File: src/rtl/speed_loop_pkg.sv
// package: constants and carriers for the speed loop settings block
`default_nettype none
package speed_loop_pkg;
  localparam int VAL_W = 12;
  localparam logic [10:0] ARM_MAX_EU = 11'h1E5;
  localparam logic [10:0] ARM_MAX_US = 11'h226;
  localparam logic [10:0] ARM_MAX_LIMIT = 11'h3E8;
  localparam logic signed [11:0] FULL_SCALE = 12'sh3E8;
  localparam logic [10:0] RPM_DECADE_LIMIT = 11'h7CF;
  localparam int IR_SHIFT = 11;
  localparam logic [7:0] OFFSET_DEF = 8'h80;
  localparam logic [7:0] ZERO_THR_DEF = 8'h10;
  localparam logic [7:0] FILTER_DEF = 8'h10;
  localparam logic [7:0] PROP_GAIN_EFFECTIVE_DEF = 8'h50;
  localparam logic [7:0] INTEG_GAIN_EFFECTIVE_DEF = 8'h28;
  localparam logic [7:0] IRCOMP_DEF = 8'h00;
  localparam logic [10:0] RPM_DEF = 11'h6D6;
  localparam int FILT_SHIFT = 8;
  localparam int PROP_SHIFT = 3;
  localparam int PROP_X4_SHIFT = 2;
  localparam int REDUCE_SHIFT = 3;
  localparam int CLAMP_NUM = 6;
  localparam int CLAMP_DEN = 5;
  localparam logic signed [11:0] FINE_SPAN = 12'sh008;
  localparam int MAINS_TICK_NS = 3333333;
  localparam int CLK_NS = 20;
  localparam int TICK_CYCLES = MAINS_TICK_NS / CLK_NS;

  typedef enum logic [1:0] {
    DERIV_ERR = 2'h1,
    DERIV_DEMAND = 2'h2,
    DERIV_FB = 2'h3
  } deriv_src_t;

  typedef struct packed {
    logic encSel;
    logic avfSel;
    logic hardSel;
    logic refOn;
    logic rampSel;
    logic droopSel;
    logic gainX4;
    logic gainDiv8;
    logic euVariant;
  } ctl_bits_t;

  typedef struct packed {
    logic [10:0] armMax;
    logic [10:0] rpmScale;
    logic [7:0] irGain;
    logic [7:0] fineOffset;
    logic [7:0] zeroThr;
    logic [7:0] filterSet;
    logic [7:0] propGain;
    logic [7:0] integGain;
    logic [1:0] derivSrc;
    logic derivWr;
    logic armMaxWr;
  } settings_t;
endpackage
`default_nettype wire

File: src/rtl/speed_loop_settings.sv
// speed loop settings: feedback scaling, reference sum, filter, gains
// Behaviour
// - armature feedback scaled so maximum armature voltage gives full scale
// - under encoder or tacho feedback clamp when armature magnitude exceeds the clamp threshold
// - clamp threshold is maximum armature voltage times 1.2
// - maximum armature voltage resets to 485 V Europe, 550 V US
// - rpm display scaled by rpm setting: feedback times setting over 1000
// - IR compensation equals error integral times IR gain over 2048 under armature feedback, zero otherwise
// - signed hard reference of +-1000 bypasses the ramp
// - hard reference added only when select and reference-on both one
// - ramp output added while ramp select is one, default one
// - droop under armature feedback lowers speed as load rises
// - fine offset 0..255 maps linearly to -8..+8, 128 gives zero
// - zero-speed threshold 0..255 default 16, 0.1 percent per count
// - derivative source 1 error, 2 final demand, 3 feedback, default 1
// - speed error low-pass with constant 256 over 6f times setting
// - read-only tacho monitor, signed, 1000 at full speed
// - gain-times-four bit multiplies proportional gain by four
// - reduction bit divides both gains by eight
// - encoder if select one, else armature if type one, else tacho
// - error integral integrates filtered error, feeds IR compensation
`default_nettype none
module speed_loop_settings #(
  parameter int TICK = speed_loop_pkg::TICK_CYCLES
) (
  // clock and reset
  input wire logic mclk,
  input wire logic reset,
  // settings and control bits
  input wire speed_loop_pkg::ctl_bits_t ctl,
  input wire speed_loop_pkg::settings_t cfg,
  // measured and reference values, +-1000 scale except armVolts, which is in volts
  input wire logic signed [11:0] armVolts,
  input wire logic signed [11:0] tachoIn,
  input wire logic signed [11:0] encoderSpeed,
  input wire logic signed [11:0] rampOut,
  input wire logic signed [11:0] hardRef,
  // results
  output logic signed [11:0] finalDemand,
  output logic signed [11:0] speedFb,
  output logic signed [15:0] speedRpm,
  output logic signed [11:0] speedErr,
  output logic signed [11:0] errIntegral,
  output logic signed [11:0] irCompOut,
  output logic signed [11:0] tachoMon,
  output logic signed [11:0] derivInput,
  output logic [15:0] prop_gain_effective,
  output logic [15:0] integ_gain_effective,
  output logic armClamp,
  output logic zeroSpeed,
  output logic [10:0] armMaxNow,
  output logic [1:0] derivSrcNow
);
  // ------------------------------------------------------------
  // helpers
  // ------------------------------------------------------------
  function automatic logic signed [11:0] sat12(input logic signed [23:0] v);
    if (v > 24'sd1000) return 12'sd1000;
    if (v < -24'sd1000) return -12'sd1000;
    return v[11:0];
  endfunction

  // ------------------------------------------------------------
  // held settings and loop state
  // ------------------------------------------------------------
  logic [10:0] armMax_q, armMax_d;
  logic [1:0] derivSrc_q, derivSrc_d;
  logic signed [23:0] filt_q, filt_d;
  logic signed [23:0] integ_q, integ_d;
  logic [23:0] tick_q, tick_d;
  logic signed [11:0] demand_q, fb_q, err_q, tacho_q, ir_q, deriv_q;
  logic signed [15:0] rpm_q;
  logic clamp_q, zero_q;

  wire logic [10:0] armDefault = ctl.euVariant ? speed_loop_pkg::ARM_MAX_EU
                                               : speed_loop_pkg::ARM_MAX_US;
  wire logic armWrOk = cfg.armMaxWr &&
                       cfg.armMax <= speed_loop_pkg::ARM_MAX_LIMIT;
  wire logic derivOk = cfg.derivWr && cfg.derivSrc != 2'h0;
  wire logic tick = tick_q == 24'(TICK - 1);
  wire logic avfUsed = !ctl.encSel && ctl.avfSel;

  // ------------------------------------------------------------
  // feedback selection and scaling
  // ------------------------------------------------------------
  wire logic signed [23:0] armScaled = (armMax_q == 11'h000) ? 24'sd0 :
    24'((32'(armVolts) * 32'sd1000) / 32'($signed({1'b0, armMax_q})));
  wire logic signed [11:0] fbSel = ctl.encSel ? encoderSpeed :
    (ctl.avfSel ? sat12(armScaled) : tachoIn);
  wire logic [15:0] clampLvl =
    16'((32'(armMax_q) * speed_loop_pkg::CLAMP_NUM)
        / speed_loop_pkg::CLAMP_DEN);
  wire logic signed [12:0] armAbs = armVolts < 0 ? -13'(armVolts)
                                                 : 13'(armVolts);
  wire logic clampNow = !avfUsed && 16'(armAbs) > clampLvl;

  // ------------------------------------------------------------
  // reference summation
  // ------------------------------------------------------------
  // rounded to nearest so that both ends reach a full eight units
  wire logic signed [15:0] fineScaled =
    16'(($signed({4'h0, cfg.fineOffset}) - 12'sd128) * 16);
  wire logic signed [15:0] fineBias = fineScaled < 0 ? -16'sd127
                                                     : 16'sd127;
  wire logic signed [11:0] fineTrim =
    12'((fineScaled + fineBias) / 16'sd255);
  wire logic signed [23:0] droopTerm = (avfUsed && ctl.droopSel)
    ? -24'(ir_q) : 24'sd0;
  wire logic signed [23:0] sumRef = 24'(ctl.rampSel ? rampOut : 12'sd0)
    + 24'((ctl.hardSel && ctl.refOn) ? hardRef : 12'sd0)
    + 24'(fineTrim) + droopTerm;
  wire logic signed [11:0] demandNext = sat12(sumRef);

  // ------------------------------------------------------------
  // error filter, integral, IR compensation
  // ------------------------------------------------------------
  wire logic signed [23:0] rawErr = 24'(demand_q) - 24'(fb_q);
  wire logic signed [23:0] filtOut = filt_q >>> speed_loop_pkg::FILT_SHIFT;
  wire logic signed [23:0] filtStep =
    ((rawErr - filtOut) * $signed({16'h0, cfg.filterSet}));
  wire logic signed [23:0] integStep =
    24'((filtOut * $signed({16'h0, integ_gain_effective})) >>> 8);
  wire logic signed [23:0] irNext =
    (integ_q * $signed({16'h0, cfg.irGain})) >>> speed_loop_pkg::IR_SHIFT;

  // ------------------------------------------------------------
  // rpm, gains, zero speed, derivative source
  // ------------------------------------------------------------
  wire logic signed [31:0] rpmRaw =
    (32'(fb_q) * $signed({21'h0, cfg.rpmScale})) / 32'sd1000;
  wire logic [15:0] pBase = {8'h00, cfg.propGain} <<
    (ctl.gainX4 ? speed_loop_pkg::PROP_X4_SHIFT : 0);
  wire logic [15:0] iBase = {8'h00, cfg.integGain};
  wire logic [11:0] zeroLvl = {4'h0, cfg.zeroThr};
  wire logic signed [11:0] fbAbs = fb_q < 0 ? -fb_q : fb_q;
  wire logic signed [11:0] derivNext =
    derivSrc_q == speed_loop_pkg::DERIV_DEMAND ? demand_q :
    derivSrc_q == speed_loop_pkg::DERIV_FB ? fb_q : err_q;

  assign prop_gain_effective = ctl.gainDiv8
    ? pBase >> speed_loop_pkg::REDUCE_SHIFT : pBase;
  assign integ_gain_effective = ctl.gainDiv8
    ? iBase >> speed_loop_pkg::REDUCE_SHIFT : iBase;

  always_comb begin
    armMax_d = armWrOk ? cfg.armMax : armMax_q;
    derivSrc_d = derivOk ? cfg.derivSrc : derivSrc_q;
    tick_d = tick ? 24'h00_0000 : tick_q + 24'h00_0001;
    filt_d = tick ? filt_q + filtStep : filt_q;
    integ_d = integ_q;
    if (tick) begin
      integ_d = integ_q + integStep;
      if (integ_d > 24'sd256000) integ_d = 24'sd256000;
      if (integ_d < -24'sd256000) integ_d = -24'sd256000;
    end
  end

  always_ff @(posedge mclk) begin
    if (reset) begin
      armMax_q <= armDefault;
      derivSrc_q <= speed_loop_pkg::DERIV_ERR;
      tick_q <= '0;
      filt_q <= '0;
      integ_q <= '0;
      demand_q <= '0;
      fb_q <= '0;
      err_q <= '0;
      tacho_q <= '0;
      ir_q <= '0;
      deriv_q <= '0;
      rpm_q <= '0;
      clamp_q <= 1'b0;
      zero_q <= 1'b1;
    end else begin
      armMax_q <= armMax_d;
      derivSrc_q <= derivSrc_d;
      tick_q <= tick_d;
      filt_q <= filt_d;
      integ_q <= integ_d;
      demand_q <= demandNext;
      fb_q <= fbSel;
      err_q <= sat12(filtOut);
      tacho_q <= tachoIn;
      ir_q <= avfUsed ? sat12(irNext) : 12'sd0;
      deriv_q <= derivNext;
      rpm_q <= rpmRaw[15:0];
      clamp_q <= clampNow;
      zero_q <= 12'(fbAbs) <= zeroLvl;
    end
  end

  assign finalDemand = demand_q;
  assign speedFb = fb_q;
  assign speedRpm = rpm_q;
  assign speedErr = err_q;
  assign errIntegral = sat12(integ_q >>> 8);
  assign irCompOut = ir_q;
  assign tachoMon = tacho_q;
  assign derivInput = deriv_q;
  assign armClamp = clamp_q;
  assign zeroSpeed = zero_q;
  assign armMaxNow = armMax_q;
  assign derivSrcNow = derivSrc_q;
endmodule
`default_nettype wire

File: config.mk
export PLATFORM = sky130hd
export DESIGN_NAME = speed_loop_settings
export DESIGN_NICKNAME = d
export VERILOG_FILES = /design/src/rtl/speed_loop_pkg.sv /design/src/rtl/speed_loop_settings.sv
export SDC_FILE = /design/constraint.sdc
export NUM_CORES = 2
export LEC_CHECK = 0
export ABC_AREA = 0
export BUFFER_PORTS_ARGS = -buffer_cell sky130_fd_sc_hd__buf_2
export CORE_MARGIN = 8
export CORE_UTILIZATION = 55
export DETAILED_ROUTE_END_ITERATION = 16
export GPL_TIMING_DRIVEN = 0
export PLACE_DENSITY = 0.73
export SETUP_SLACK_MARGIN = 0.3
export SLEW_MARGIN = 15
export SYNTH_ARGS = -nofsm -noshare
export SYNTH_HDL_FRONTEND = slang
export SYNTH_SLANG_ARGS = --single-unit
File: constraint.sdc
create_clock -name mclk -period 114.4 [get_ports mclk]
set_input_delay 5.72 -clock mclk [delete_from_list [all_inputs] [get_ports mclk]]
set_output_delay 5.72 -clock mclk [all_outputs]
set_load 0.02 [all_outputs]
# Word level (Yosys, flattened, before mapping)
# Cells that the tools add are included.
# word_totals
wordCells,132
ff_bits,175
out_inout_bits,147
inputBits,145
# classes
bitwise,1
n_mux,59
n_shift,1
mul,6
add_sub_neg,13
reduce_logical,13
div_mod_pow,4
n_lt_le_gt_ge,18
n_eq_ne,3
# op_table
cell,count
$mux 12,25
$mux 24,7
$add 24x24->24,3
$gt 24x11->1 const B,2
$lt 24x11->1 const B,2
$div 14x3->32 const B,1
$div 32x11->32 const B,1
$div 32x12->32,1
$gt 16x11->1 const B,2
$lt 16x11->1 const B,2
$mux 16,2
$mul 16x9->25,1
$add 24x1->24 const B,1
$add 24x12->24,1
$add 24x17->24,1
$eq 24x18->1 const B,1
$gt 24x19->1 const B,1
$lt 12x1->1 const B,2
$lt 24x19->1 const B,1
$mul 12x12->24,1
$mul 17x9->24,1
$mul 24x9->24,1
$neg 12->24,1
$mux 11,2
28 further kinds,55

# Logic depth before layout (Yosys ltp)
# logic_depth
ltp_word,12
mapped_depth,540
ltp_nobuf,489

# Least setup slack after synthesis
# OpenSTA, ideal clock, no wires.
# synth_timing
kind,in2reg
start,input armVolts[11]
end,"register fb_q[1], in the netlist speedFb[1]"
setup_time_ps,86
path_buffers,57
slack_ps,9205
stages,528
t_required_ps,114314
arrival_ps,105108
path_cell_list,clkbuf_1 inv_1 fa_1 fa_1 inv_1 fa_1 inv_1 fa_1 inv_1 ha_1 clkbuf_1 a21oi_1 o21ai_0 o21ba_2 or4_1 a211oi_1 a41o_1 mux2i_1 (+492 left out) a21oi_1 mux2_2 a2111oi_4 buf_4 and2_1 ha_1 nand3_1 nor3_1 nand3_1 xnor2_1 a31oi_1 nor4b_1 o311ai_1 nor4_1 o2111ai_1 o21ai_1 or3b_1 a221oi_2
# synth_via
elab_chain_cells,10
word_cells_on_any_way,13
cone_classes,1 x mul; 1 x div; 2 x order compare; 9 x mux
# synth_lines
item,line,text
"start, declared",speed_loop_settings.sv:33,"input wire logic signed [11:0] armVolts,"
$mul 12x8->20 *,speed_loop_settings.sv:87,"24'((32'(armVolts) * 32'sd1000) / 32'($signed({1'b0, armMax_q})));"
$div 32x12->32 *,speed_loop_settings.sv:87,
$mux 24 *,speed_loop_settings.sv:86,wire logic signed [23:0] armScaled = (armMax_q == 11'h000) ? 24'sd0 :
$lt 24x11->1,speed_loop_settings.sv:59,if (v < -24'sd1000) return -12'sd1000;
$mux 1 (2 in a row),speed_loop_settings.sv:59,
$mux 12,speed_loop_settings.sv:60,return v[11:0];
$mux 12 *,speed_loop_settings.sv:59,
$mux 12 *,speed_loop_settings.sv:89,(ctl.avfSel ? sat12(armScaled) : tachoIn);
$mux 12 *,speed_loop_settings.sv:88,wire logic signed [11:0] fbSel = ctl.encSel ? encoderSpeed :
"end signal, assigned",speed_loop_settings.sv:181,fb_q <= fbSel;
"end, declared",speed_loop_settings.sv:71,"logic signed [11:0] demand_q, fb_q, err_q, tacho_q, ir_q, deriv_q;"
# Every way passes the cells marked *; elsewhere a longest branch is shown, timed or not. The select of a mux whose other input is x is not followed.
# A chain may end at the register's enable or synchronous reset.

# Worst setup path in the final report
# layout_timing
start,input armVolts[0]
end,"register fb_q[2], in the netlist speedFb[2]"
# Same word-level chain as after synthesis.

==> flow_metrics.env <==
export IMPL_run_status="completed"
export IMPL_netlist_area_um2=61800
export IMPL_fin_hold_ws_ps=483
export IMPL_async_reset_ff_share_pct=0
export IMPL_report_final_slew_viol_count=0
export IMPL_hp_class="flop to flop"
export IMPL_clk_latency_ps=500
export IMPL_die_h_um=351
export IMPL_grt_antenna_before_repair=12
export IMPL_drive_gt1_share_pct=10.2
export IMPL_cts_root_buf="clkbuf_16"
export IMPL_clockBufferDepth=2
export IMPL_skew_ps=16.9
export IMPL_cp_data_arrival_time_ps=108600
export IMPL_cp_required_ps=114770
export IMPL_io_pins=292
export IMPL_cpPeakStageDelay_ps=620
export IMPL_drt_iter0_markers=4730
export IMPL_cts_hold_buf=0
export IMPL_synth_seq_cells=175
export IMPL_min_period_ps=108230
export IMPL_rsz0062_at_grt="false"
export IMPL_period_share_pct=94.6
export IMPL_start_kind="input pin"
export IMPL_rows=123
export IMPL_core_area_um2=112000
export IMPL_routabilityCongestion=0.951
export IMPL_antenna_left=0
export IMPL_numClockSinks=175
export IMPL_seq_area_frac_synth_pct=5.85
export IMPL_cpMaxStageDelayCell="or4_4"
export IMPL_relSlewSlack_pct=16.9
export IMPL_yosysWarnings=0
export IMPL_grt_overflow=0
export IMPL_dr_pass1_iters=7
export IMPL_num_nets_final=9855
export IMPL_grt_pass1_wl_um=305000
export IMPL_drcViolationCount=0
export IMPL_crit_top_cell="o21a_1"
export IMPL_numCtsBuffers=17
export IMPL_post_place_ws_ps=-12080
export IMPL_hold_violations=0
export IMPL_viasPerCell=6.04
export IMPL_grt_total_usage_pct=29.9
export IMPL_cts_htree_levels=4
export IMPL_port_buffers=272
export IMPL_synth_distinct_cells=131
export IMPL_via_count=60300
export IMPL_path_class="input pin to flop"
export IMPL_syn_inst=8071
export IMPL_dp_hpwl_um=157000
export IMPL_die_x_um=351
export IMPL_dp_cells=9875
export IMPL_grt_max_degree=32
export IMPL_setup_viol=0
export IMPL_cts_tree="built"
export IMPL_grt_pass1_vias=59200
export IMPL_die_area_um2=123000
export IMPL_cap_violations=0
export IMPL_worstPathMaxFanout=12
export IMPL_syn_area_per_cell_um2=7.65
export IMPL_worstSetupEndpointType="flop"
export IMPL_syn_to_final_growth_pct=9.23
export IMPL_worst_pin_slew_ps=1240
export IMPL_wire_per_inst_um=19.0
export IMPL_setup_ws_ps=6170
export IMPL_mostFrequentLayoutCell="inv_1"
export IMPL_synthFlopType="dfxtp_1"
export IMPL_final_cells=9983
export IMPL_final_cell_mix="908 x inv_1, 767 x nand2_1, 686 x ha_1, 601 x nor2_1, 563 x fa_1"
export IMPL_path_clk_slew_ps=80
export IMPL_wl_um=189000
export IMPL_initial_core_util_pct=55.2
export IMPL_max_freq_ghz=0.00924
export IMPL_nFillCells=10200
export IMPL_synth_edf_count=11
-- path summary, 6_finish.rpt --
| kind | startpoint | endpoint | slack, ps | depth (start not counted) |
|---|---|---|---|---|
| worst max-delay path | armVolts[0] | speedFb[2]$_SDFF_PP0_ | 6170 | 531 |
| worst min-delay path | tick_q[0]$_SDFF_PP0_ | tick_q[0]$_SDFF_PP0_ | 480 | 1 |
| worst max register to register | armMaxNow[0]$_DFFE_PP_ | speedFb[2]$_SDFF_PP0_ | 14020 | 521 |
| worst min register to register | tick_q[0]$_SDFF_PP0_ | tick_q[0]$_SDFF_PP0_ | 480 | 1 |
-- per-layer routing --
layer / up-vias / GRT usage, % / part of all wire (%)
met5: - / 0 / 0.015
met4: 4 / 9.51 / 3.3
met3: 410 / 5.17 / 7.8
met2: 2054 / 49.5 / 46
met1: 28900 / 39.7 / 43
li1: 28900 / - / -
-- through the flow --
| stage | util (%) | setup TNS, ps | instance area (um^2) |
|---|---|---|---|
| final | 60.3 | 0 | 67500 |
| after global routing | 60.3 | 0 | 67500 |
| after CTS | 59.4 | 0 | 66400 |
| after detailed placement | 58.4 | -136610 | 65300 |
| after global placement | 58.2 | -111510 | 65100 |
| after floorplan | - | 0 | 61800 |
-- timing repair --
action | in CTS | in global routing
pin swaps | 12 | 29
resized for setup | 124 | 216
endpoints found under the setup margin | 12 | 12
setup buffers | 19 | 46
-- synthesized netlist by cell type (22+ instances only) --
cell type  count  area [um^2]
or2_2         64          400
a31oi_1       68          425
o21a_1       254         1910
o31a_1        24          210
o21ai_0      256         1280
nand2_1      771         2890
a21oi_1      459         2300
o31ai_1      109          818
nand4_1       81          507
o211ai_1      48          360
mux2_2        68          766
inv_1        921         3460
clkbuf_1     219          822
and2_1       333         2080
nand2b_1      74          463
dfxtp_1      164         3280
o22ai_1       26          163
a211oi_1      76          571
o21bai_1      94          706
ha_1         688         8610
a21o_1       100          751
o2111ai_1     26          228
fa_1         563        11300
mux2i_1       78          781
o21ai_1       29          145
a211o_1       24          210
nor2b_1       74          463
nor4_1        61          382
nor3_1       329         1650
a21boi_0      22          165
nor2_1       620         2330
nand3_1      165          826
xor2_1       157         1380
and3_1        66          413
buf_2         25          125
or3_1         56          350
xnor2_1      344         3010
-- cell families after synthesis --
family                     share of synthesized area (%)
AOI/OAI and AO/OA                                   21.3
xor gates and xnor gates                            7.10
adders and majority gates                           32.5
buffers and inverters                               7.50
DFF                                                 5.85
muxes                                               2.63
other                                            0.00607
and+or+nand+nor                                     23.1
-- critical path: cells and delay by family --
family / cells / cell delay (ps)
compound gates: 280 / 52130
xor+xnor: 1 / 170
fa+ha+maj: 35 / 11210
buf+inv: 72 / 13040
mux: 7 / 1860
simple gates: 136 / 24090
-- cell type report --
class                           instances  area (um^2)  area share, %
Clock buffer                           18          429          0.636
Timing Repair Buffer                  347         2070           3.07
Inverter                              925         3480           5.16
Multi-Input combinational cell       6711        54500           80.8
Sequential cell                       175         3610           5.36
Antenna cell                           11         27.5         0.0408
Tap cell                             1500         1880           2.78
Buffer                                282         1360           2.02
Clock inverter                         14          125          0.185
-- registers in the layout, summed over array words and instances, names as in the netlist --
name,count
armMaxNow,11
speedErr,12
derivInput,12
irCompOut,12
armClamp,1
tachoMon,12
filt_q,24
derivSrcNow,2
zeroSpeed,1
finalDemand,12
speedRpm,16
integ_q,24
tick_q,24
speedFb,12
Power is left out: the tool's default activity adds up to more than one toggle a clock period on the data nets, which glitch-free logic cannot reach.
